<file path="config.mk">
export PLATFORM = sky130hd
export DESIGN_NAME = lmu_top
export DESIGN_NICKNAME = d
export VERILOG_FILES = /design/src/design/lmu_pkg.sv /design/src/design/lmu_baud.sv /design/src/design/lmu_rx.sv /design/src/design/lmu_top.sv
export SDC_FILE = /design/constraint.sdc
export NUM_CORES = 1
export LEC_CHECK = 0
export ABC_AREA = 1
export ABC_CLOCK_PERIOD_IN_PS = 3000
export BUFFER_PORTS_ARGS = -buffer_cell sky130_fd_sc_hd__buf_2
export CORE_MARGIN = 1
export CORE_UTILIZATION = 54
export CTS_BUF_LIST = sky130_fd_sc_hd__clkbuf_16
export DETAILED_ROUTE_END_ITERATION = 16
export GPL_TIMING_DRIVEN = 0
export PLACE_DENSITY = 0.78
export SYNTH_ARGS = -nofsm -noshare
export SYNTH_HDL_FRONTEND = slang
export SYNTH_SLANG_ARGS = --single-unit
</file>
<file path="constraint.sdc">
create_clock -name hclk -period 3 [get_ports hclk]
set_input_delay 0.15 -clock hclk [delete_from_list [all_inputs] [get_ports hclk]]
set_output_delay 0.15 -clock hclk [all_outputs]
set_load 0.01 [all_outputs]
</file>
<file path="src/design/lmu_pkg.sv">
package lmu_pkg;
   // ---------------------------------------------------------------
   // Register byte offsets
   // ---------------------------------------------------------------
   localparam logic [7:0] OFS_CTRL1  = 8'h00;
   localparam logic [7:0] OFS_CTRL2  = 8'h04;
   localparam logic [7:0] OFS_CTRL3  = 8'h08;
   localparam logic [7:0] OFS_STATUS = 8'h0C;
   localparam logic [7:0] OFS_DATA   = 8'h10;
   localparam logic [7:0] OFS_BAUD   = 8'h14;
   // ---------------------------------------------------------------
   // Field positions
   // ---------------------------------------------------------------
   localparam int C1_RX9 = 7;
   localparam int C1_TX9 = 6;
   localparam int C1_SLP = 5;
   localparam int C1_NINE = 4;
   localparam int C1_WAKE = 3;
   localparam int C1_PEN = 2;
   localparam int C1_ODD = 1;
   localparam int C1_PIE = 0;
   localparam int C2_TIE = 7;
   localparam int C2_TX_DONE_IRQ_ENABLE = 6;
   localparam int C2_RIE = 5;
   localparam int C2_IDLE_IRQ_ENABLE = 4;
   localparam int C2_TE = 3;
   localparam int C2_RE = 2;
   localparam int C2_MUTE = 1;
   localparam int C2_BRK = 0;
   localparam int C3_LIN = 6;
   localparam int C3_CKEN = 3;
   localparam int C3_IDLE_LEVEL_HIGH = 2;
   localparam int C3_EARLY_EDGE_PHASE = 1;
   localparam int C3_LAST_BIT_PULSE_ENABLE = 0;
   localparam logic [7:0] C3_WMASK = 8'h4F;
   localparam int ST_TXE = 7;
   localparam int ST_TC = 6;
   localparam int ST_RXF = 5;
   localparam int ST_IDLE = 4;
   localparam int ST_OVR = 3;
   localparam int ST_PAR = 0;
   // ---------------------------------------------------------------
   // Reset values and timing
   // ---------------------------------------------------------------
   localparam logic [7:0] RST_CTRL1 = 8'h00;
   localparam logic [7:0] RST_CTRL2 = 8'h00;
   localparam logic [7:0] RST_CTRL3 = 8'h00;
   localparam logic [15:0] RST_BAUD = 16'h0010;
   localparam logic [3:0] BRK_LEN_8 = 4'hA;
   localparam logic [3:0] BRK_LEN_9 = 4'hB;
   localparam logic [3:0] BRK_LEN_LIN8 = 4'hD;
   localparam logic [3:0] BRK_LEN_LIN9 = 4'hE;
   localparam logic [3:0] SAMPLES = 4'hF;
   localparam logic [3:0] HALF_SAMPLES = 4'h7;
   typedef enum logic [2:0] {
      TX_OFF, TX_LEAD, TX_IDLE, TX_FRAME, TX_PRE, TX_BREAK
   } lmu_tx_st_t;
endpackage

</file>
<file path="src/design/lmu_baud.sv">
`timescale 1ns/100ps
`default_nettype none
module lmu_baud #(
   parameter int W = 16
) (
   // Clock and reset
   input  wire logic         hclk,
   input  wire logic         hresetn,
   // Control
   input  wire logic         run,
   input  wire logic [W-1:0] div,
   // Sixteenth-bit tick
   output logic              tick
);
   logic [W-1:0] cnt_r;
   wire          at_end = (cnt_r == '0);
   always_ff @(posedge hclk or negedge hresetn) begin
      if (!hresetn) begin
         cnt_r <= '0;
         tick  <= 1'b0;
      end else begin
         tick  <= run && at_end;
         cnt_r <= (!run || at_end) ? div : cnt_r - 1'b1;
      end
   end
endmodule
`default_nettype wire

</file>
<file path="src/design/lmu_rx.sv">
`timescale 1ns/100ps
`default_nettype none
module lmu_rx (
   // Clock and reset
   input  wire logic       hclk,
   input  wire logic       hresetn,
   // Control
   input  wire logic       tick,
   input  wire logic       enable,
   input  wire logic       nine,
   input  wire logic       par_en,
   input  wire logic       par_odd,
   // Serial input
   input  wire logic       rxd,
   // Received word
   output logic            done,
   output logic [8:0]      word,
   output logic            par_bad,
   output logic            idle_seen
);
   logic       busy_r;
   logic [3:0] bit_r;
   logic [3:0] smp_r;
   logic [9:0] sh_r;
   logic [3:0] idle_r;
   logic       pen_r;
   logic       podd_r;
   logic       nine_r;
   wire  [3:0] last_bit = nine_r ? 4'hA : 4'h9;
   wire        mid = (smp_r == lmu_pkg::HALF_SAMPLES);
   wire        par_calc = ^(nine_r ? sh_r[9:1] : {1'b0, sh_r[9:2]});
   always_ff @(posedge hclk or negedge hresetn) begin
      if (!hresetn) begin
         busy_r <= 1'b0;
         bit_r <= '0;
         smp_r <= '0;
         sh_r <= '0;
         idle_r <= '0;
         pen_r <= 1'b0;
         podd_r <= 1'b0;
         nine_r <= 1'b0;
         done <= 1'b0;
         word <= '0;
         par_bad <= 1'b0;
         idle_seen <= 1'b0;
      end else begin
         done <= 1'b0;
         idle_seen <= 1'b0;
         if (!enable) begin
            busy_r <= 1'b0;
            idle_r <= '0;
         end else if (tick) begin
            if (!busy_r) begin
               // Start bit hunt; parity options latched per byte
               if (!rxd) begin
                  busy_r <= 1'b1;
                  smp_r <= '0;
                  bit_r <= '0;
                  pen_r <= par_en;
                  podd_r <= par_odd;
                  nine_r <= nine;
               end
            end else begin
               smp_r <= smp_r + 4'h1;
               if (mid) begin
                  sh_r <= {rxd, sh_r[9:1]};
                  bit_r <= bit_r + 4'h1;
                  if (bit_r == last_bit) begin
                     busy_r <= 1'b0;
                     done <= 1'b1;
                     idle_r <= '0;
                     // Ninth bit kept in the word's top bit
                     word <= nine_r ? sh_r[9:1] : {1'b0, sh_r[9:2]};
                     par_bad <= pen_r && (par_calc != podd_r);
                  end
               end
            end
            if (!busy_r && rxd && idle_r != 4'hF) begin
               idle_r <= idle_r + 4'h1;
               if (idle_r == 4'hE)
                  idle_seen <= 1'b1;
            end
         end
      end
   end
endmodule
`default_nettype wire

</file>
<file path="src/design/lmu_top.sv">
`timescale 1ns/100ps
`default_nettype none
module lmu_top #(
   parameter int DIV_W = 16
) (
   // Clock and reset
   input  wire logic        hclk,
   input  wire logic        hresetn,
   // AHB-Lite slave
   input  wire logic        hsel,
   input  wire logic [7:0]  haddr,
   input  wire logic [1:0]  htrans,
   input  wire logic        hwrite,
   input  wire logic [2:0]  hsize,
   input  wire logic        hready,
   input  wire logic [31:0] hwdata,
   output logic [31:0]      hrdata,
   output logic             hreadyout,
   output logic             hresp,
   // Serial pins
   input  wire logic        rxd,
   output logic             txd,
   output logic             txd_oen,
   output logic             sync_clock_out,
   output logic             sync_clock_oen,
   // Interface interrupt
   output logic             irq
);
   // ---------------------------------------------------------------
   // Bus slave
   // ---------------------------------------------------------------
   logic        wr_r;
   logic        rd_r;
   logic [7:0]  adr_r;
   logic [7:0]  ctrl1_r;
   logic [7:0]  ctrl2_r;
   logic [7:0]  ctrl3_r;
   logic [15:0] baud_r;
   logic [8:0]  rdat_r;
   logic [7:0]  tdat_r;
   logic        txe_r;
   logic        tc_r;
   logic        rxf_r;
   logic        idle_r;
   logic        ovr_r;
   logic        par_r;
   logic        stat_rd_r;
   wire         take = hsel && hready && htrans[1];
   wire         w_c1 = wr_r && adr_r == lmu_pkg::OFS_CTRL1;
   wire         w_c2 = wr_r && adr_r == lmu_pkg::OFS_CTRL2;
   wire         w_c3 = wr_r && adr_r == lmu_pkg::OFS_CTRL3;
   wire         w_dat = wr_r && adr_r == lmu_pkg::OFS_DATA;
   wire         w_bd = wr_r && adr_r == lmu_pkg::OFS_BAUD;
   wire         r_dat = rd_r && adr_r == lmu_pkg::OFS_DATA;
   wire         r_st = rd_r && adr_r == lmu_pkg::OFS_STATUS;
   wire [7:0]   status = {txe_r, tc_r, rxf_r, idle_r, ovr_r, 2'b00, par_r};
   wire [7:0]   rd_c1 = {rdat_r[8], ctrl1_r[6:0]};
   wire [31:0]  rd_mux =
      (adr_r == lmu_pkg::OFS_CTRL1)  ? {24'h000000, rd_c1} :
      (adr_r == lmu_pkg::OFS_CTRL2)  ? {24'h000000, ctrl2_r} :
      (adr_r == lmu_pkg::OFS_CTRL3)  ? {24'h000000, ctrl3_r} :
      (adr_r == lmu_pkg::OFS_STATUS) ? {24'h000000, status} :
      (adr_r == lmu_pkg::OFS_DATA)   ? {24'h000000, rdat_r[7:0]} :
      (adr_r == lmu_pkg::OFS_BAUD)   ? {16'h0000, baud_r} : 32'h00000000;
   assign hreadyout = 1'b1;
   assign hresp = 1'b0;
   assign hrdata = rd_mux;
   always_ff @(posedge hclk or negedge hresetn) begin
      if (!hresetn) begin
         wr_r <= 1'b0;
         rd_r <= 1'b0;
         adr_r <= '0;
      end else begin
         wr_r <= take && hwrite;
         rd_r <= take && !hwrite;
         adr_r <= take ? haddr : adr_r;
      end
   end
   // ---------------------------------------------------------------
   // Control fields
   // ---------------------------------------------------------------
   wire nine = ctrl1_r[lmu_pkg::C1_NINE];
   wire asleep = ctrl1_r[lmu_pkg::C1_SLP];
   wire wake_mark = ctrl1_r[lmu_pkg::C1_WAKE];
   wire tx_en = ctrl2_r[lmu_pkg::C2_TE];
   wire rx_en = ctrl2_r[lmu_pkg::C2_RE];
   wire brk = ctrl2_r[lmu_pkg::C2_BRK];
   wire idle_level_high = ctrl3_r[lmu_pkg::C3_IDLE_LEVEL_HIGH];
   wire early_edge_phase = ctrl3_r[lmu_pkg::C3_EARLY_EDGE_PHASE];
   logic       tx_busy;
   logic       rx_done;
   logic [8:0] rx_word;
   logic       rx_pbad;
   logic       rx_idle;
   logic       mute_wake;
   logic       tick;
   // ---------------------------------------------------------------
   // Baud tick and receiver
   // ---------------------------------------------------------------
   // Sleep gates the tick only once the transmitter is off or idle; a receive in flight is not waited for
   wire run = !(asleep && !tx_busy);
   lmu_baud #(.W(DIV_W)) u_baud (
      .hclk    (hclk),
      .hresetn (hresetn),
      .run     (run),
      .div     (baud_r[DIV_W-1:0]),
      .tick    (tick)
   );
   lmu_rx u_rx (
      .hclk      (hclk),
      .hresetn   (hresetn),
      .tick      (tick),
      .enable    (rx_en),
      .nine      (nine),
      .par_en    (ctrl1_r[lmu_pkg::C1_PEN]),
      .par_odd   (ctrl1_r[lmu_pkg::C1_ODD]),
      .rxd       (rxd),
      .done      (rx_done),
      .word      (rx_word),
      .par_bad   (rx_pbad),
      .idle_seen (rx_idle)
   );
   wire muted = ctrl2_r[lmu_pkg::C2_MUTE];
   wire mark_bit = nine ? rx_word[8] : rx_word[7];
   // idle line or address mark ends mute mode
   assign mute_wake = muted &&
      (wake_mark ? (rx_done && rx_word[8:0] != 9'h000 &&
                    (nine ? rx_word[8] : rx_word[7]))
                 : rx_idle);
   wire rx_store = rx_done && (!muted || (wake_mark && mark_bit));
   // Mute bit locked against software in address mode while full
   wire mute_lock = wake_mark && rxf_r;
   wire [7:0] c2_wr = {hwdata[7:2],
                       mute_lock ? muted : hwdata[1], hwdata[0]};
   always_ff @(posedge hclk or negedge hresetn) begin
      if (!hresetn) begin
         ctrl1_r <= lmu_pkg::RST_CTRL1;
         ctrl2_r <= lmu_pkg::RST_CTRL2;
         ctrl3_r <= lmu_pkg::RST_CTRL3;
         baud_r <= lmu_pkg::RST_BAUD;
      end else begin
         if (w_c1)
            ctrl1_r <= hwdata[7:0];
         if (w_c3)
            ctrl3_r <= hwdata[7:0] & lmu_pkg::C3_WMASK;
         if (w_bd)
            baud_r <= hwdata[15:0];
         if (w_c2)
            ctrl2_r <= c2_wr;
         else if (mute_wake)
            ctrl2_r[lmu_pkg::C2_MUTE] <= 1'b0;
      end
   end
   // ---------------------------------------------------------------
   // Status flags; set wins over the software clear sequence
   // ---------------------------------------------------------------
   logic tx_load;
   logic tx_fin;
   wire  rd_clr = stat_rd_r && r_dat;
   wire  wr_clr = stat_rd_r && w_dat;
   always_ff @(posedge hclk or negedge hresetn) begin
      if (!hresetn) begin
         txe_r <= 1'b1;
         tc_r <= 1'b1;
         rxf_r <= 1'b0;
         idle_r <= 1'b0;
         ovr_r <= 1'b0;
         par_r <= 1'b0;
         stat_rd_r <= 1'b0;
         rdat_r <= '0;
         tdat_r <= '0;
      end else begin
         stat_rd_r <= r_st ? 1'b1 : ((r_dat || w_dat) ? 1'b0 : stat_rd_r);
         if (w_dat)
            tdat_r <= hwdata[7:0];
         txe_r <= tx_load | (txe_r & !w_dat);
         tc_r <= tx_fin | (tc_r & !wr_clr);
         if (rx_store && !rxf_r) begin
            rdat_r <= rx_word;
            par_r <= rx_pbad;
         end else if (rd_clr) begin
            par_r <= 1'b0;
         end
         rxf_r <= (rx_store && !rxf_r) | (rxf_r & !r_dat);
         ovr_r <= (rx_store && rxf_r) | (ovr_r & !rd_clr);
         idle_r <= rx_idle | (idle_r & !rd_clr);
      end
   end
   // every enabled event drives the one line
   assign irq = (ctrl1_r[lmu_pkg::C1_PIE] & par_r)
      | (ctrl2_r[lmu_pkg::C2_TIE] & txe_r)
      | (ctrl2_r[lmu_pkg::C2_TX_DONE_IRQ_ENABLE] & tc_r)
      | (ctrl2_r[lmu_pkg::C2_RIE] & (rxf_r | ovr_r))
      | (ctrl2_r[lmu_pkg::C2_IDLE_IRQ_ENABLE] & idle_r);
   // ---------------------------------------------------------------
   // Transmitter
   // ---------------------------------------------------------------
   lmu_pkg::lmu_tx_st_t st_r;
   lmu_pkg::lmu_tx_st_t st_nxt;
   logic [3:0]  smp_r;
   logic [3:0]  bit_r;
   logic [10:0] sh_r;
   logic        nine_r;
   logic        pre_r;
   logic        brk_r;
   logic        brk_seen_r;
   logic        te_d_r;
   wire  bit_end = tick && smp_r == lmu_pkg::SAMPLES;
   wire  [3:0] frm_len = nine_r ? 4'hB : 4'hA;
   wire  [3:0] brk_len = ctrl3_r[lmu_pkg::C3_LIN]
      ? (nine ? lmu_pkg::BRK_LEN_LIN9 : lmu_pkg::BRK_LEN_LIN8)
      : (nine ? lmu_pkg::BRK_LEN_9 : lmu_pkg::BRK_LEN_8);
   wire  [3:0] cur_len = (st_r == lmu_pkg::TX_FRAME) ? frm_len : brk_len;
   wire  [8:0] dat9 = {ctrl1_r[lmu_pkg::C1_TX9], tdat_r};
   wire  par_g = ^(nine ? dat9[7:0] : {1'b0, dat9[6:0]})
                 ^ ctrl1_r[lmu_pkg::C1_ODD];
   wire  [8:0] dat_p = !ctrl1_r[lmu_pkg::C1_PEN] ? dat9 :
                       nine ? {par_g, dat9[7:0]}
                            : {1'b0, par_g, dat9[6:0]};
   wire  want_brk = brk || brk_seen_r;
   assign tx_busy = st_r != lmu_pkg::TX_OFF && st_r != lmu_pkg::TX_IDLE;
   assign tx_load = st_r == lmu_pkg::TX_IDLE && !want_brk && !pre_r
                    && !txe_r && !asleep;
   always_comb begin
      st_nxt = st_r;
      case (st_r)
         lmu_pkg::TX_OFF:
            if (tx_en)
               st_nxt = lmu_pkg::TX_LEAD;
         lmu_pkg::TX_LEAD:
            if (bit_end)
               st_nxt = lmu_pkg::TX_IDLE;
         lmu_pkg::TX_IDLE:
            if (!tx_en)
               st_nxt = lmu_pkg::TX_OFF;
            else if (pre_r)
               st_nxt = lmu_pkg::TX_PRE;
            else if (want_brk)
               st_nxt = lmu_pkg::TX_BREAK;
            else if (tx_load)
               st_nxt = lmu_pkg::TX_FRAME;
         lmu_pkg::TX_FRAME, lmu_pkg::TX_PRE, lmu_pkg::TX_BREAK:
            if (bit_end && bit_r == cur_len - 4'h1)
               st_nxt = lmu_pkg::TX_IDLE;
         default:
            st_nxt = lmu_pkg::TX_OFF;
      endcase
   end
   assign tx_fin = st_r == lmu_pkg::TX_FRAME && st_nxt == lmu_pkg::TX_IDLE;
   wire  te_pulse = tx_en && !te_d_r && tx_busy;
   always_ff @(posedge hclk or negedge hresetn) begin
      if (!hresetn) begin
         st_r <= lmu_pkg::TX_OFF;
         smp_r <= '0;
         bit_r <= '0;
         sh_r <= '1;
         nine_r <= 1'b0;
         pre_r <= 1'b0;
         brk_seen_r <= 1'b0;
         te_d_r <= 1'b0;
      end else begin
         st_r <= st_nxt;
         te_d_r <= tx_en;
         if (te_pulse)
            pre_r <= 1'b1;
         else if (st_nxt == lmu_pkg::TX_PRE)
            pre_r <= 1'b0;
         if (brk)
            brk_seen_r <= 1'b1;
         else if (st_nxt == lmu_pkg::TX_BREAK)
            brk_seen_r <= 1'b0;
         if (st_nxt != st_r) begin
            smp_r <= '0;
            bit_r <= '0;
         end else if (tick) begin
            smp_r <= smp_r + 4'h1;
            if (bit_end) begin
               bit_r <= bit_r + 4'h1;
               sh_r <= {1'b1, sh_r[10:1]};
            end
         end
         if (tx_load) begin
            nine_r <= nine;
            sh_r <= nine ? {1'b1, dat_p, 1'b0}
                         : {2'b11, dat_p[7:0], 1'b0};
         end else if (st_nxt == lmu_pkg::TX_BREAK && st_r != st_nxt)
            sh_r <= '0;
         else if (st_nxt == lmu_pkg::TX_PRE && st_r != st_nxt)
            sh_r <= '1;
      end
   end
   wire brk_low = st_r == lmu_pkg::TX_BREAK;
   always_ff @(posedge hclk or negedge hresetn) begin
      if (!hresetn)
         txd <= 1'b1;
      else
         txd <= brk_low ? 1'b0 : (st_r == lmu_pkg::TX_FRAME ? sh_r[0] : 1'b1);
   end
   assign txd_oen = !((tx_en || rx_en) && !asleep);
   // ---------------------------------------------------------------
   // Synchronous clock output
   // ---------------------------------------------------------------
   // Data bits are 1..8 or 1..9; last one pulses only if enabled
   wire [3:0] last_db = nine_r ? 4'h9 : 4'h8;
   wire in_data = st_r == lmu_pkg::TX_FRAME && bit_r != 4'h0
                  && bit_r <= last_db;
   wire pulse_ok = in_data &&
      (bit_r != last_db || ctrl3_r[lmu_pkg::C3_LAST_BIT_PULSE_ENABLE]);
   wire first_half = smp_r <= lmu_pkg::HALF_SAMPLES;
   wire act = early_edge_phase ? first_half : !first_half;
   logic sclk_r;
   always_ff @(posedge hclk or negedge hresetn) begin
      if (!hresetn)
         sclk_r <= 1'b0;
      else
         sclk_r <= (pulse_ok && act) ? !idle_level_high : idle_level_high;
   end
   assign sync_clock_out = sclk_r;
   assign sync_clock_oen = !(ctrl3_r[lmu_pkg::C3_CKEN] && !asleep
                             && tx_en);
endmodule
`default_nettype wire

</file>
; ---- Yosys cells after proc, flatten, opt, wreduce, memory -nomap -nowiden
; Index checks and enable logic that the tools add are counted.
[word_totals]
regBits = 153
in_bits = 51
elab_cells = 282
[classes]
n_addsub = 7
n_lt_le_gt_ge = 2
n_eq_ne = 32
mux = 80
bitwise_logic = 23
n_reduce_logical = 97
[op_table]
columns = op, count
row1 = 16-bit two-way mux, 7
row2 = 11-bit two-way mux, 6
row3 = 4-bit two-way mux, 15
row4 = 1-bit logical AND, 45
row5 = 1-bit two-way mux, 35
row6 = 3-bit two-way mux, 9
row7 = 9-bit two-way mux, 3
row8 = "4-bit by 1-bit adder with 4-bit output, second input constant", 5
row9 = 1-bit logical NOT, 19
row10 = "8-bit by 4-bit equality test with 1-bit output, second input constant", 2
row11 = "8-bit by 5-bit equality test with 1-bit output, second input constant", 2
row12 = 16-bit logical NOT, 1
row13 = 4-bit AND reduction, 4
row14 = "16-bit by 1-bit subtractor with 16-bit output, second input constant", 1
row15 = 2-bit nonzero test, 7
row16 = "3-bit equality test, second input constant", 4
row17 = 3-bit case mux with 4 select lines, 1
row18 = 4-bit nonzero test, 3
row19 = 1-bit bitwise AND, 10
row20 = 10-bit two-way mux, 1
row21 = 1-bit bitwise OR, 10
row22 = "3-bit by 2-bit equality test with 1-bit output, second input constant", 3
row23 = "3-bit by 1-bit != test with 1-bit output, second input constant", 3
row24 = 9-bit nonzero test, 1
row25 = other kinds (30), 44

; ---- Longest topological paths before layout
; Gate-level depths: netlist of run 1.
[logic_depth]
word_depth = 16
depth_mapped = 26

; ---- Hierarchy
; Synthesis of run 1 repeated with hierarchy kept, for this count alone.
[unflattened]
cells_unflattened = 1036
area_unflattened_um2 = 8160.3
[modules_own_cells]
columns = mod, instances, cells_per_inst, area_each_um2, seq_area_each_um2
row1 = lmu_top, 1, 631, 5136.2, 2471.1
row2 = lmu_rx, 1, 246, 1888.1, 925.9
row3 = lmu_baud, 1, 159, 1136.1, 425.4

; ---- Worst setup path before layout of run 1
; Ideal clock, no wire load.
[synth_path]
path_kind = register to register
from = register ctrl1_r[4]
to = register sh_r[1]
arrival_time_ps = 2559
path_slack_ps = 365
stages_incl_launch_ff = 20
path_buffers = 1
cell_sequence = dfrtp_1 -> inv_1 -> ha_1 -> nand2_2 -> nand2_2 -> ha_1 -> xnor2_1 -> nor2_1 -> nand2_1 -> nor2_1 -> nand2_2 -> nand2_1 -> nand2_2 -> nand3_1 -> nand3_2 -> buf_6 -> a21oi_4 -> nand2_4 -> nand2_1 -> nand2_1
[synth_via]
elab_chain_cells = 13
[synth_lines]
columns = item, line
row1 = start: declaration, lmu_top.sv:35  ; logic [7:0] ctrl1_r;
row2 = start signal: assignment, lmu_top.sv:137  ; ctrl1_r <= lmu_pkg::RST_CTRL1;
row3 = start signal: assignment, lmu_top.sv:143  ; ctrl1_r <= hwdata[7:0];
row4 = 1-bit two-way mux or 2-bit two-way mux (tied branches), "lmu_top.sv:212, lmu_top.sv:211"
row5 = 3-bit two-way mux *, lmu_top.sv:211  ; ? (nine ? lmu_pkg::BRK_LEN_LIN9 : lmu_pkg::BRK_LEN_LIN8)
row6 = 3-bit two-way mux *, lmu_top.sv:213  ; wire [3:0] cur_len = (st_r == lmu_pkg::TX_FRAME) ? frm_len : brk_len;
row7 = 4-bit by 1-bit subtractor with 4-bit output *, lmu_top.sv:243  ; if (bit_end && bit_r == cur_len - 4'h1)
row8 = 4-bit equality test *, lmu_top.sv:243
row9 = 1-bit logical AND *, lmu_top.sv:243
row10 = 3-bit two-way mux *, lmu_top.sv:243
row11 = 3-bit case mux with 4 select lines *, lmu_top.sv:226  ; case (st_r)
row12 = 3-bit equality test or 3-bit != test (tied branches), "lmu_top.sv:288, lmu_top.sv:272, lmu_top.sv:286"
row13 = 1-bit logical AND, lmu_top.sv:288  ; else if (st_nxt == lmu_pkg::TX_PRE && st_r != st_nxt)
row14 = 11-bit two-way mux, lmu_top.sv:288
row15 = 11-bit two-way mux, lmu_top.sv:286  ; end else if (st_nxt == lmu_pkg::TX_BREAK && st_r != st_nxt)
row16 = 11-bit two-way mux, lmu_top.sv:282  ; if (tx_load) begin
row17 = end signal: assignment, lmu_top.sv:279  ; sh_r <= {1'b1, sh_r[10:1]};
row18 = end signal: assignment, lmu_top.sv:284  ; sh_r <= nine ? {1'b1, dat_p, 1'b0}
row19 = end: declaration, lmu_top.sv:202  ; logic [10:0] sh_r;
; Mark *: on every way between the ends. The rest lies on a longest branch, timed or not.
; A chain may end at the register's enable or synchronous reset.

; ---- Worst setup path in the final report of run 1
[layout_path]
from = register ctrl1_r[4]
to = register sh_r[9]
[layout_via]
elab_chain_cells = 13
[layout_lines]
columns = item, line
row1 = 1-bit two-way mux or 2-bit two-way mux (tied branches), "lmu_top.sv:212, lmu_top.sv:211"
row2 = 3-bit two-way mux, lmu_top.sv:211
row3 = 3-bit two-way mux, lmu_top.sv:213
row4 = 4-bit by 1-bit subtractor with 4-bit output, lmu_top.sv:243
row5 = 4-bit equality test, lmu_top.sv:243
row6 = 1-bit logical AND, lmu_top.sv:243
row7 = 3-bit two-way mux, lmu_top.sv:243
row8 = 3-bit case mux with 4 select lines, lmu_top.sv:226
row9 = 3-bit equality test or 3-bit != test (tied branches), "lmu_top.sv:288, lmu_top.sv:272, lmu_top.sv:286"
row10 = 1-bit logical AND, lmu_top.sv:288
row11 = 11-bit two-way mux, lmu_top.sv:288
row12 = 11-bit two-way mux, lmu_top.sv:286
row13 = 11-bit two-way mux, lmu_top.sv:282
; Several ways; a longest one is shown, not always the timed one.

==> results summary, run 1 <==
The most repeated cell in the gate-level netlist after synthesis is sky130_fd_sc_hd__nand2_1. The worst vdd rail ir drop is around 600 uV. The total inserted antenna cells is 0. The worst-path cell with the longest stage delay is sky130_fd_sc_hd__dfrtp_2. The number of levels in the clock H-tree is 4. For this run, asynchronously set or reset flops after synthesis account for 100.0%.

In this run, the number of DRC markers left after iteration 0 of detailed routing was approximately 400. The CTS tree is built. The area enclosed by the die boundary came out at between 0.01 and 0.015 sq mm. The die boundary height is ~120 um. In the synthesized netlist, the cells that appear most often are 248 x sky130_fd_sc_hd__nand2_1, 137 x sky130_fd_sc_hd__dfrtp_1, 111 x sky130_fd_sc_hd__inv_1. The via count of the first global-routing pass is 6248. Data on the critical path is required at its endpoint by 3.35 ns. The worst hold margin came out at 0.03522 ns. The count of warnings emitted by yosys came out at 0. The pin count of the biggest net entering global routing is 80. The largest stage delay on the critical path is about 0.41 ns. The count of vias placed by the detailed router is 6495. The number of clock buffers added by TritonCTS is 17.

Walking the worst path, the cells encountered are clkinv_4, ha_4, nand2_2, nand2_2, ha_1, xnor2_1, nor2_1, nand2_1, nor2_2, nand2_2, nand2_2, nand2_2, nand3_1, nand3_2, buf_12, a21oi_4, nand2_2, nand2_1, nand2_1. The die boundary width came out at around 120 um. The highest attainable clock frequency is 360.9 MHz.

The wire length per cell is about 14 um. Setup total negative slack on the finished layout was measured at 0 ns. The number of library cell types mapped by synthesis came out at 50. The power density over cell area is 501.6 mW/mm^2.

At the later pin of the worst-skew pair, clock insertion delay measures 0.42 ns. The growth of design area from synthesis to finish came out at 19.57%. The cell that appears most often on the critical path is sky130_fd_sc_hd__nand2_2.

Counting every instance in the synthesized netlist gives slightly above 900. The overflow left after global routing came out at 0. sky130_fd_sc_hd__dfrtp_1 takes more of the synthesized area than any other cell. The number of clock sinks seen by CTS is roughly 150.

The data arrival time of the critical path is 3.13 ns. The ratio of final minimum period to clock period is around 92%. The total count of max-transition violations in the final report is 0.

The number of optimization iterations in the first detailed-route pass came out at 5. The proportion of netlist area held by the largest area contributor came out at 44.55%. The relative max-transition margin is around 53%. Summed over all cells, the static leakage comes to around 0.0047 uW. The run finished with clean final reports. The critical path contains buffers and inverters numbering 2 combined. The average cell area after synthesis came out at between 8 and 9 sq um. The slew at the pin closest to its max-slew limit came out at just over 0.7 ns. The number of placed I/O pins is 90. At the end of the flow, the number of nets in the layout was between 1000 and 1500. Of all nets on the critical path, the largest fanout is 8.

The effective utilization at floorplan is between 50% and 60%. The first-pass GRT wire length is between 20000 and 30000 um. In this run the cell area of the synthesized design comes to between 0.007 and 0.008 sq mm. The filler cell count is approximately 1100. The overall track demand over capacity in global routing is 26.38%. The floorplan has 43 rows.

The worst-case clock buffer depth came out at 2. The detail route stage leaves a number of antenna-violating nets equal to 0. The root buffer cell chosen for the clock tree is sky130_fd_sc_hd__clkbuf_16. The sort of element at the end of the critical path is a flop. The number of enable-type register cells in the synthesized netlist came out at 0. STA classifies the critical path startpoint as a flop. The final RePlAce weighted congestion is around 1. The tightest min-delay check is of the primary input to flop type. The largest clock skew in the final design is between 0.006 and 0.007 ns. The vias per cell is about 5.2. The final routed wirelength across all metal layers came out at between 15000 and 20000 um. The post-route netlist has between 15 and 20% of its cells at a drive strength greater than 1. The completed layout was analyzed and its total power is about 4600 uW.

Ranked by total cell area, the synthesized netlist is headed by sky130_fd_sc_hd__dfrtp_1 45%, sky130_fd_sc_hd__nand2_1 12%, sky130_fd_sc_hd__o21ai_0 7.1%. The type of the setup path with the least slack is flop to flop. The number of flip-flops and latches in the synthesized netlist is between 150 and 200.

The count of endpoints failing hold in the final timing report was 0. Setup violations remaining at the end of the flow were counted as 0. The number of max-capacitance violations reported came out at 0. After detailed routing, the number of remaining DRC violations is 0. The post-route core utilization came out at between 60% and 70%. Grouping stages by cell kind, the critical path spends the most delay in simple AND/OR/NAND/NOR gates. The HPWL after detailed placement came out at about 12000 um. In this run the standard cell core region covers between 0.01 and 0.015 sq mm.

Among all flip-flop cells after synthesis, the most frequent one is sky130_fd_sc_hd__dfrtp_1. The number of port buffers came out at 51. The number of antenna violations at the first check in global routing came to 0.

Setup repair after global routing left no endpoint under its margin. The sequential fraction of the synthesis area came out at 49.67%. The final period demand of the worst path came out at about 2.8 ns. The clock slew at the register clock pins of the worst setup and hold paths is ~0.06 ns.
==> tightest hold or removal path: stages <==
cell	delay, ns
sky130_fd_sc_hd__buf_2	0.11
sky130_fd_sc_hd__nor2_1	0.09
sky130_fd_sc_hd__a221oi_1	0.06
==> flip-flops by register name, summed over array words and instances, names as in the netlist, 5 cells and up <==
signal and cells:
baud_r 16, u_rx.sh_r 9, rdat_r 9, sh_r 11, adr_r 8, ctrl2_r 8, u_rx.word 9, u_baud.cnt_r 16
tdat_r 8, ctrl3_r 5, ctrl1_r 7
==> cell families (layout without fill, tap and decap cells) <==
group                      count (synthesis)  in the layout  share of synthesized area [%]
and+or+nand+nor                          395            397                          21.70
AOI/OAI and AO/OA                        167            168                          12.37
other                                      2             18                        0.09758
DFF                                      152            152                          49.67
xor gates and xnor gates                  38             38                          4.325
muxes                                     10             10                          1.463
buffers and inverters                    151            267                          8.421
adders and majority gates                 12             12                          1.951
==> layout make-up <==
cell class	count	area, sq um	area share [%]
multi-input cells	643	3346	36.36
inverters	113	431.7	4.691
flip-flops and latches	152	3827	41.59
clock buffers	17	425.4	4.623
clock inverters	15	112.6	1.224
well taps	180	225.2	2.447
repair buffers	84	599.3	6.513
plain buffers	38	235.2	2.556
==> through the flow <==
stage	setup slack, ns	std cells	instance area (sq um)
after floorplan	0.3652	943	7756
after global placement	-0.4415	1174	8237
after detailed placement	-0.1582	1175	8270
after CTS	0.03048	1233	9082
after global routing	0.02008	1242	9203
final	0.2290	1242	9203
==> layout by cell type, fill, tap and decap left out, types with 4 or more instances in the layout <==
master and count:
sky130_fd_sc_hd__nand2_1 247, sky130_fd_sc_hd__dfrtp_1 133, sky130_fd_sc_hd__inv_1 111, sky130_fd_sc_hd__o21ai_0 109, sky130_fd_sc_hd__nor2_1 64, sky130_fd_sc_hd__buf_2 51, sky130_fd_sc_hd__buf_4 27, sky130_fd_sc_hd__nand3_1 26
sky130_fd_sc_hd__xor2_1 24, sky130_fd_sc_hd__a21oi_1 23, sky130_fd_sc_hd__dlygate4sd3_1 23, sky130_fd_sc_hd__conb_1 18, sky130_fd_sc_hd__nor3_1 17, sky130_fd_sc_hd__clkbuf_16 17, sky130_fd_sc_hd__clkbuf_1 15, sky130_fd_sc_hd__dfstp_2 15
sky130_fd_sc_hd__xnor2_1 14, sky130_fd_sc_hd__nand2_2 13, sky130_fd_sc_hd__ha_1 11, sky130_fd_sc_hd__mux2_2 10, sky130_fd_sc_hd__nand4_1 8, sky130_fd_sc_hd__a221oi_1 6, sky130_fd_sc_hd__or2_2 5, sky130_fd_sc_hd__nor2_2 4
sky130_fd_sc_hd__o211ai_1 4, sky130_fd_sc_hd__clkinvlp_4 4, sky130_fd_sc_hd__clkinv_2 4, sky130_fd_sc_hd__dfrtp_2 4
==> per-layer routing <==
metal  wire length [um]  up-vias  GRT usage, %
met2               8439      199         42.01
met3                965       59         6.109
met1               7663     3029         33.53
li1                   -     3208             -
met5                  0        -             0
met4                790        0         13.58
==> where the power goes <==
part / switching (uW) / internal (uW) / total, uW / leakage (uW)
combinational: 245 / 172 / 417 / 0.00267
sequential: 85.5 / 2160 / 2250 / 0.00175
clock: 830 / 1120 / 1950 / 0.000263
==> path summary, 6_finish.rpt <==
kind	from	to	slack, ns	depth (start not counted)
min reg2reg	te_d_r	pre_r	0.43	1
max reg2reg	ctrl1_r[4]	sh_r[9]	0.23	19
max	ctrl1_r[4]	sh_r[9]	0.23	19
max in group asynchronous	hresetn	sh_r[0]	1.84	3
min	hwdata[1]	ctrl2_r[1]	0.04	3
min in group asynchronous	hresetn	u_rx.sh_r[2]	0.33	2
==> timing repair <==
| action | 4_1_cts | 5_1_grt |
|---|---|---|
| gates resized for setup | 4 | 16 |
| setup endpoints to repair | 10 | 15 |
| hold buffers | 23 | 0 |
| pin swaps | 3 | 2 |
| cloned | 2 | 1 |
| hold endpoints to repair | 98 | 0 |
| buffers inserted | 1 | 8 |
Power figures use the tool's default switching activity.
==> inputs of run 2 (changes only) <==
- GPL_TIMING_DRIVEN: 0 -> 1
==> run 2 against run 1 <==
  * Sequential power is essentially flat
  * Largest cell class unchanged
  * Combinational power decreased by 4.8%
  * Critical path type is now flop to output pin
  * Die area is the same
  * Sequential share of layout area is 0.37 points higher
  * Non-clock buffer count shrank 30
  * Critical path depth down 11
  * Clock-buffer cell count is the same
  * Maximum frequency shrank 2.8%
  * Clock skew up 0.0032 ns
  * Setup slack got worse by 0.080 ns
==> results summary, run 2 (synthesis results as in run 1) <==
The flow ran to the end, and the final reports show no timing, DRC or antenna violations. The startpoint identified for the worst hold timing path is hwdata[7]. From synthesis to final layout, the design area changed by 18.47%. The combined flip-flop and latch cell area is 0.003826 sq mm (about the same). STA classifies the critical path startpoint as a flop. The number of placement rows came to 43 (unchanged).

In this run the clock root is driven by a sky130_fd_sc_hd__clkbuf_16. The setup slack of the critical path after layout came out at 0.1485 ns (-0.08041 ns). The worst register-to-register path begins at st_r[1]. The total count of max-transition violations in the final report is 0 (unchanged). The final RePlAce weighted congestion is 0.9764 (-1.7%). The total of endpoints with negative setup slack in the final report came out at 0 (unchanged). The vias per cell came out at 5.338 (+2.1%). The filler cell count came out at 1087 (-3.6%). The ratio of final minimum period to clock period is 95.05% (+2.7 points). The overflow left after global routing was 0 (unchanged). The worst-case clock buffer depth is 2 (unchanged). The slew at the pin closest to its max-slew limit is 0.5826 ns (-0.1217 ns). The largest stage delay on the critical path is 0.39 ns (-0.02 ns).

The effective utilization at floorplan is 55.44% (unchanged). The HPWL after detailed placement came out at 12260 um (-0.27%). The static power due to leakage is 0.004614 uW (-1.6%). The worst-path cell with the longest stage delay is sky130_fd_sc_hd__nand2_1. The number of optimization iterations in the first detailed-route pass came to 6 (+1). The number of DRC violations after detailed-routing iteration 0 is 428 (+3.9%). The number of placed I/O pins is 90 (unchanged).

The via count of the first global-routing pass is 6195 (-0.85%). The data arrival time of the critical path is 2.70 ns (-0.43 ns). The number of antenna violations at the first check in global routing is 0 (unchanged). The count of endpoints failing hold in the final timing report came out at 0 (unchanged).

Setup repair after global routing left no endpoint under its margin. The footprint of the multi-input gates came to 0.003369 sq mm (+0.71%). The layout cell share with drive strength beyond 1 came to 16.47% (-0.57 points). In the final layout, the registers with the most flip-flops are baud_r: 16 flops, u_baud.cnt_r: 16 flops, sh_r: 11 flops. The worst-skew pair later-pin latency was 0.43 ns (about the same).

The sort of element at the end of the critical path is an output pin. The number of buffers created by CTS came out at 17 (unchanged). The worst slack after detailed placement came out at 0.1316 ns (+0.2898 ns). The die boundary width came to 121.4 um (unchanged). The first-pass GRT wire length is 29620 um (-0.72%). The core region area was 0.01388 sq mm (unchanged). The library cells used most frequently in the layout, excluding fill and tap cells, are 245 x sky130_fd_sc_hd__nand2_1, 134 x sky130_fd_sc_hd__dfrtp_1, 109 x sky130_fd_sc_hd__o21ai_0, 109 x sky130_fd_sc_hd__inv_1, 64 x sky130_fd_sc_hd__nor2_1. The total number of nets in the final design came out at 1082 (-2.7%). The type of the setup path with the least slack is flop to output pin. The worst vdd rail ir drop is 501.8 uV (-18%). The maximum fanout encountered on the critical timing path was 13 (+5).

The signal on the critical path passes through or2_2, nor3_1, nand2_1, inv_1, a32o_1, a21oi_1, o211ai_1, buf_2. Leaving out fill and tap cells, the most frequent cell in the layout is sky130_fd_sc_hd__nand2_1. The clock slew at the register clock pins of the worst setup and hold paths came out at 0.06 ns (about the same). The number of port buffers is 51 (unchanged).

The count of vias placed by the detailed router came out at 6475 (-0.31%). The data required time of the worst path was 2.85 ns (-0.50 ns). The power density over cell area came out at 538.6 mW/mm^2 (+7.4%).

The number of clock sinks seen by CTS is 152 (unchanged). The pin count of the biggest net entering global routing came to 62 (-23%). The wire length per cell came out at 14.88 um (+3.5%).

The number of nets with antenna violations after detailed routing is 0 (unchanged). TritonCTS built the clock tree. The area enclosed by the die boundary came out at 0.01473 sq mm (unchanged). The final period demand of the worst path came out at 2.851 ns (+0.08041 ns). The number of max-capacitance violations reported came out at 0 (unchanged).

The number of DRC violations after detailed routing came to 0 (unchanged). Tracing the worst setup path back leads to its startpoint at adr_r[7]. The die boundary height came out at 121.4 um (unchanged). The overall track demand over capacity in global routing came out at 26.05% (-0.33 points). The number of levels in the clock H-tree is 4 (unchanged). The largest clock skew in the final design came out at 0.01016 ns (+0.003234 ns). The worst min-delay path class is primary input to flop. The relative max-transition margin is 60.80% (+7.8 points). The highest attainable clock frequency is 350.7 MHz (-2.8%).

The final routed wirelength across all metal layers is 18050 um (+1.1%). The aggregate negative setup slack was 0 ns (unchanged).
==> run 2: cell types whose count changed in the layout (fill, tap and decap cells not counted), sizes merged <==
cell,before,now
clkinv,8,6
clkbuf,33,17
bufinv,1,4
diode,0,1
inv,115,113
buf,83,69
clkinvlp,4,5
==> run 2: repair_timing <==
item | CTS | global route
endpoints found under the setup margin | 0 | 15
hold buffers | 23 | 0
setup buffers | 0 | 2
endpoints found under the hold margin | 81 | 0
gates resized for setup | 0 | 17
==> run 2: worst max-delay path: cells and delay by family (launching register included) <==
| kind | cells | cell delay [ns] |
|---|---|---|
| compound gates | 3 | 0.42 |
| buf+inv | 2 | 0.45 |
| simple gates | 3 | 1.02 |
| flops | 1 | 0.38 |
==> run 2: where the power goes <==
part / internal [uW] / total [uW] / switching [uW]
Clock: 1390 / 2270 / 875
Sequential: 2160 / 2250 / 88.4
Combinational: 155 / 397 / 241
Total: 3710 / 4910 / 1200
==> run 2: path summary, 6_finish.rpt <==
| kind | endpoint | cells after the start | slack [ns] |
|---|---|---|---|
| worst max register to register | sh_r[6] | 19 | 0.27 |
| worst max-delay path | hrdata[4] | 8 | 0.15 |
| min in group asynchronous | u_rx.idle_r[3] | 2 | 0.27 |
| worst min-delay path | tdat_r[7] | 3 | 0.01 |
| max in group asynchronous | txd | 3 | 1.88 |
| worst min register to register | pre_r | 1 | 0.43 |
==> run 2: layout make-up <==
| type | instances | area share, % |
|---|---|---|
| well taps | 180 | 2.470 |
| flip-flops and latches | 152 | 41.97 |
| clock inverters | 15 | 2.209 |
| multi-input cells | 643 | 36.96 |
| repair buffers | 92 | 7.054 |
| diodes | 1 | 0.02745 |
| clock buffers | 17 | 4.666 |
| inverters | 113 | 4.652 |
==> run 2: stage by stage <==
stage          hold WS (ns)  total power (uW)  instances  instance area [sq um]  utilization, %
2_1_floorplan       -0.1456              2503        943                   7756               -
3_3_place_gp         0.1688              2623       1152                   8152           58.73
3_5_place_dp         0.1654              2641       1152                   8152           58.73
4_1_cts            0.006630              4922       1207                   9009           64.90
5_1_grt             0.03781              5084       1212                   9115           65.67
6_report            0.01406              4911       1213                   9117           65.68
==> run 2: per-layer routing <==
| metal | share of wire, % | vias up | GRT usage, % |
|---|---|---|---|
| li1 | - | 3145 | - |
| met1 | 43 | 3063 | 33.42 |
| met2 | 48 | 209 | 42.51 |
| met3 | 5.2 | 58 | 5.216 |
| met4 | 3.5 | 0 | 11.73 |
| met5 | 0 | - | 0 |
==> inputs of run 3 (changes only) <==
- RECOVER_POWER: default -> 100
==> run 3 against run 2 <==
  * Register-to-register slack hardly changed
  * Power is 0.15% lower
  * Clock-buffer cell count stayed put
  * First-iteration DRC count is 16% higher
  * Combinational power is 2% lower
  * Die area stayed put
  * Via count is 0.54% higher
  * Maximum frequency is 0.25% higher
  * Setup slack better by 0.0071 ns
  * Critical path depth stayed put
  * Hold slack better by 0.0025 ns
  * Wire length is 0.35% higher
  * Critical path type unchanged
==> results summary, run 3 (synthesis results as in run 1) <==
The number of DRC violations after detailed routing came out at 0 (unchanged). Setup repair after global routing left no endpoint under its margin. The worst-skew pair later-pin latency is 0.43 ns (about the same). The area after detailed placement is 0.008152 sq mm (unchanged). The flow ran to the end, and the final reports show no timing, DRC or antenna violations.

The non-filler instance count after layout came out at 1212 (-0.082%). The largest stage delay on the critical path is 0.39 ns (about the same). The overflow left after global routing is 0 (unchanged). The data arrival time of the critical path was 2.69 ns (about the same).

The clock slew at the register clock pins of the worst setup and hold paths came out at 0.06 ns (about the same). The library cell used most frequently in the layout, excluding fill and tap cells, is sky130_fd_sc_hd__nand2_1. The number of port buffers is 51 (unchanged). The ratio of final minimum period to clock period came out at 94.81% (-0.24 points). The number of levels in the clock H-tree came out at 4 (unchanged).

The number of max-capacitance violations reported was 0 (unchanged). The final period demand of the worst path is 2.844 ns (-0.007121 ns). The count of endpoints failing hold in the final timing report came out at 0 (unchanged). The total count of max-transition violations in the final report came out at 0 (unchanged). Compared with the post-synthesis result, the final layout area differs by 17.40%. The wire length per cell came out at 14.94 um (+0.43%). The total of endpoints with negative setup slack in the final report is 0 (unchanged). The CTS tree is built. The area enclosed by the die boundary is 0.01473 sq mm (unchanged). The pin count of the biggest net entering global routing is 62 (unchanged).

The worst vdd rail ir drop is 501.4 uV (about the same). The worst min-delay path class is primary input to flop. The slew at the pin closest to its max-slew limit came to 1.454 ns (+0.8715 ns). By startpoint and endpoint, the worst setup path is classified as flop to output pin. The worst setup path is launched from a flop.

The HPWL after detailed placement was 12260 um (unchanged). The setup slack of the critical path after layout is 0.1557 ns (+0.007121 ns). The number of placed I/O pins is 90 (unchanged).

The vias per cell is 5.371 (+0.62%). Walking the worst path, the cells encountered are or2_2, nor3_1, nand2_1, inv_1, a32o_1, a21oi_1, o211ai_1, buf_2. The largest clock skew in the final design is 0.008005 ns (-0.002156 ns).

The total inserted antenna cells came out at 0 (-1). The via count of the first global-routing pass is 6195 (unchanged). The number of DRC violations after detailed-routing iteration 0 came out at 498 (+16%).

The overall track demand over capacity in global routing is 26.05% (unchanged). The cell sitting at the root of the clock tree is a sky130_fd_sc_hd__clkbuf_16. The first-pass GRT wire length came out at 29620 um (unchanged).

The final RePlAce weighted congestion came out at 0.9764 (unchanged). The data required time of the worst path is 2.85 ns (about the same). The combined flip-flop and latch cell area is 0.003826 sq mm (unchanged). The number of clock sinks seen by CTS came to 152 (unchanged). The final routed wirelength across all metal layers is 18110 um (+0.35%).

The power density over cell area was 542.8 mW/mm^2 (+0.77%). The number of cells after detailed placement was 1152 (unchanged). The filler cell count is 1112 (+2.3%). Among all stages on the critical path, the largest delay is contributed by sky130_fd_sc_hd__nand2_1. The number of nets with antenna violations after detailed routing is 0 (unchanged). The effective utilization at floorplan is 55.44% (unchanged). The worst slack after detailed placement came out at 0.1316 ns (unchanged). In the layout the commonest cells are 246 x sky130_fd_sc_hd__nand2_1, 134 x sky130_fd_sc_hd__dfrtp_1, 110 x sky130_fd_sc_hd__o21ai_0. The static power due to leakage is 0.004499 uW (-2.5%). The total number of nets in the final design came out at 1082 (unchanged).

The aggregate negative setup slack came out at 0 ns (unchanged). The number of buffers created by CTS is 17 (unchanged). The core region area is 0.01388 sq mm (unchanged). The maximum fanout encountered on the critical timing path is 13 (unchanged). The count of vias placed by the detailed router is 6510 (+0.54%). The post-layout instance area is 0.009035 sq mm (-0.91%).

The die boundary width came out at 121.4 um (unchanged). The highest attainable clock frequency came out at 351.6 MHz (+0.25%). The footprint of the multi-input gates is 0.003367 sq mm (about the same). The die boundary height came out at 121.4 um (unchanged). The relative max-transition margin came out at 3.055% (-58 points).

The layout cell share with drive strength beyond 1 is 13.57% (-2.9 points). The sort of element at the end of the critical path is an output pin. The worst-case clock buffer depth came out at 2 (unchanged). The number of antenna violations at the first check in global routing is 0 (unchanged). The largest registers in the layout are baud_r: 16 flops, u_baud.cnt_r: 16 flops, sh_r: 11 flops. The number of optimization iterations in the first detailed-route pass is 5 (-1). The number of placement rows is 43 (unchanged).
[run 3: cell types whose count changed in the layout (fill, tap and decap cells not counted), moves of 2 or more]
cell,change
sky130_fd_sc_hd__clkbuf_2,+2
sky130_fd_sc_hd__clkbuf_1,+29
sky130_fd_sc_hd__buf_4,-9
sky130_fd_sc_hd__buf_2,-21
[run 3: worst max-delay path, delay by kind of cell, from the launching register on]
family / cells / cell delay [ns]
buffers and inverters: 2 / 0.45
flip-flops: 1 / 0.38
AO/OA/AOI/OAI: 3 / 0.41
AND/OR/NAND/NOR: 3 / 1.02
[run 3: metrics by stage]
stage | hold WS (ns) | power [uW] | utilization, %
floorplan | -0.1456 | 2503 | -
detailed placement | 0.1654 | 2641 | 58.73
CTS | 0.006630 | 4922 | 64.90
finish | 0.01655 | 4904 | 65.09
global placement | 0.1688 | 2623 | 58.73
global route | 0.03781 | 5077 | 65.09
[run 3: what timing repair did]
| item | in CTS | in global routing |
|---|---|---|
| gates resized for setup | 0 | 17 |
| setup buffers | 0 | 2 |
| endpoints found under the hold margin | 81 | 0 |
| endpoints found under the setup margin | 0 | 15 |
| hold buffers | 23 | 0 |
[run 3: final cells by class]
class | instances | share of cell area [%]
Timing Repair Buffer | 92 | 6.260
Multi-Input combinational cell | 643 | 37.27
Clock buffer | 17 | 4.708
Clock inverter | 15 | 2.230
Sequential cell | 152 | 42.35
Inverter | 113 | 4.695
Tap cell | 180 | 2.493
[run 3: per-layer routing]
layer	routed length [um]	vias to the layer above	part of all wire (%)	track usage, %
met5	0	-	0	0
met2	8729	217	48	42.51
met1	7830	3101	43	33.42
met3	949	51	5.2	5.216
li1	-	3141	-	-
met4	602	0	3.3	11.73
[run 3: final timing paths]
| path | depth (start not counted) | end | from | slack (ns) |
|---|---|---|---|---|
| setup reg to reg | 19 | sh_r[6] | st_r[1] | 0.26 |
| min in group asynchronous | 2 | u_rx.bit_r[1] | hresetn | 0.62 |
| hold reg to reg | 1 | pre_r | te_d_r | 0.43 |
| max in group asynchronous | 3 | smp_r[1] | hresetn | 0.73 |
| hold / removal | 3 | tdat_r[7] | hwdata[7] | 0.02 |
| setup / recovery | 8 | hrdata[4] | adr_r[7] | 0.16 |
[run 3: power by group]
part	internal, uW	switching (uW)	leakage [uW]	total (uW)
combinational	149	241	0.00246	389
clock	1390	874	0.000289	2270
sequential	2160	88.9	0.00175	2250
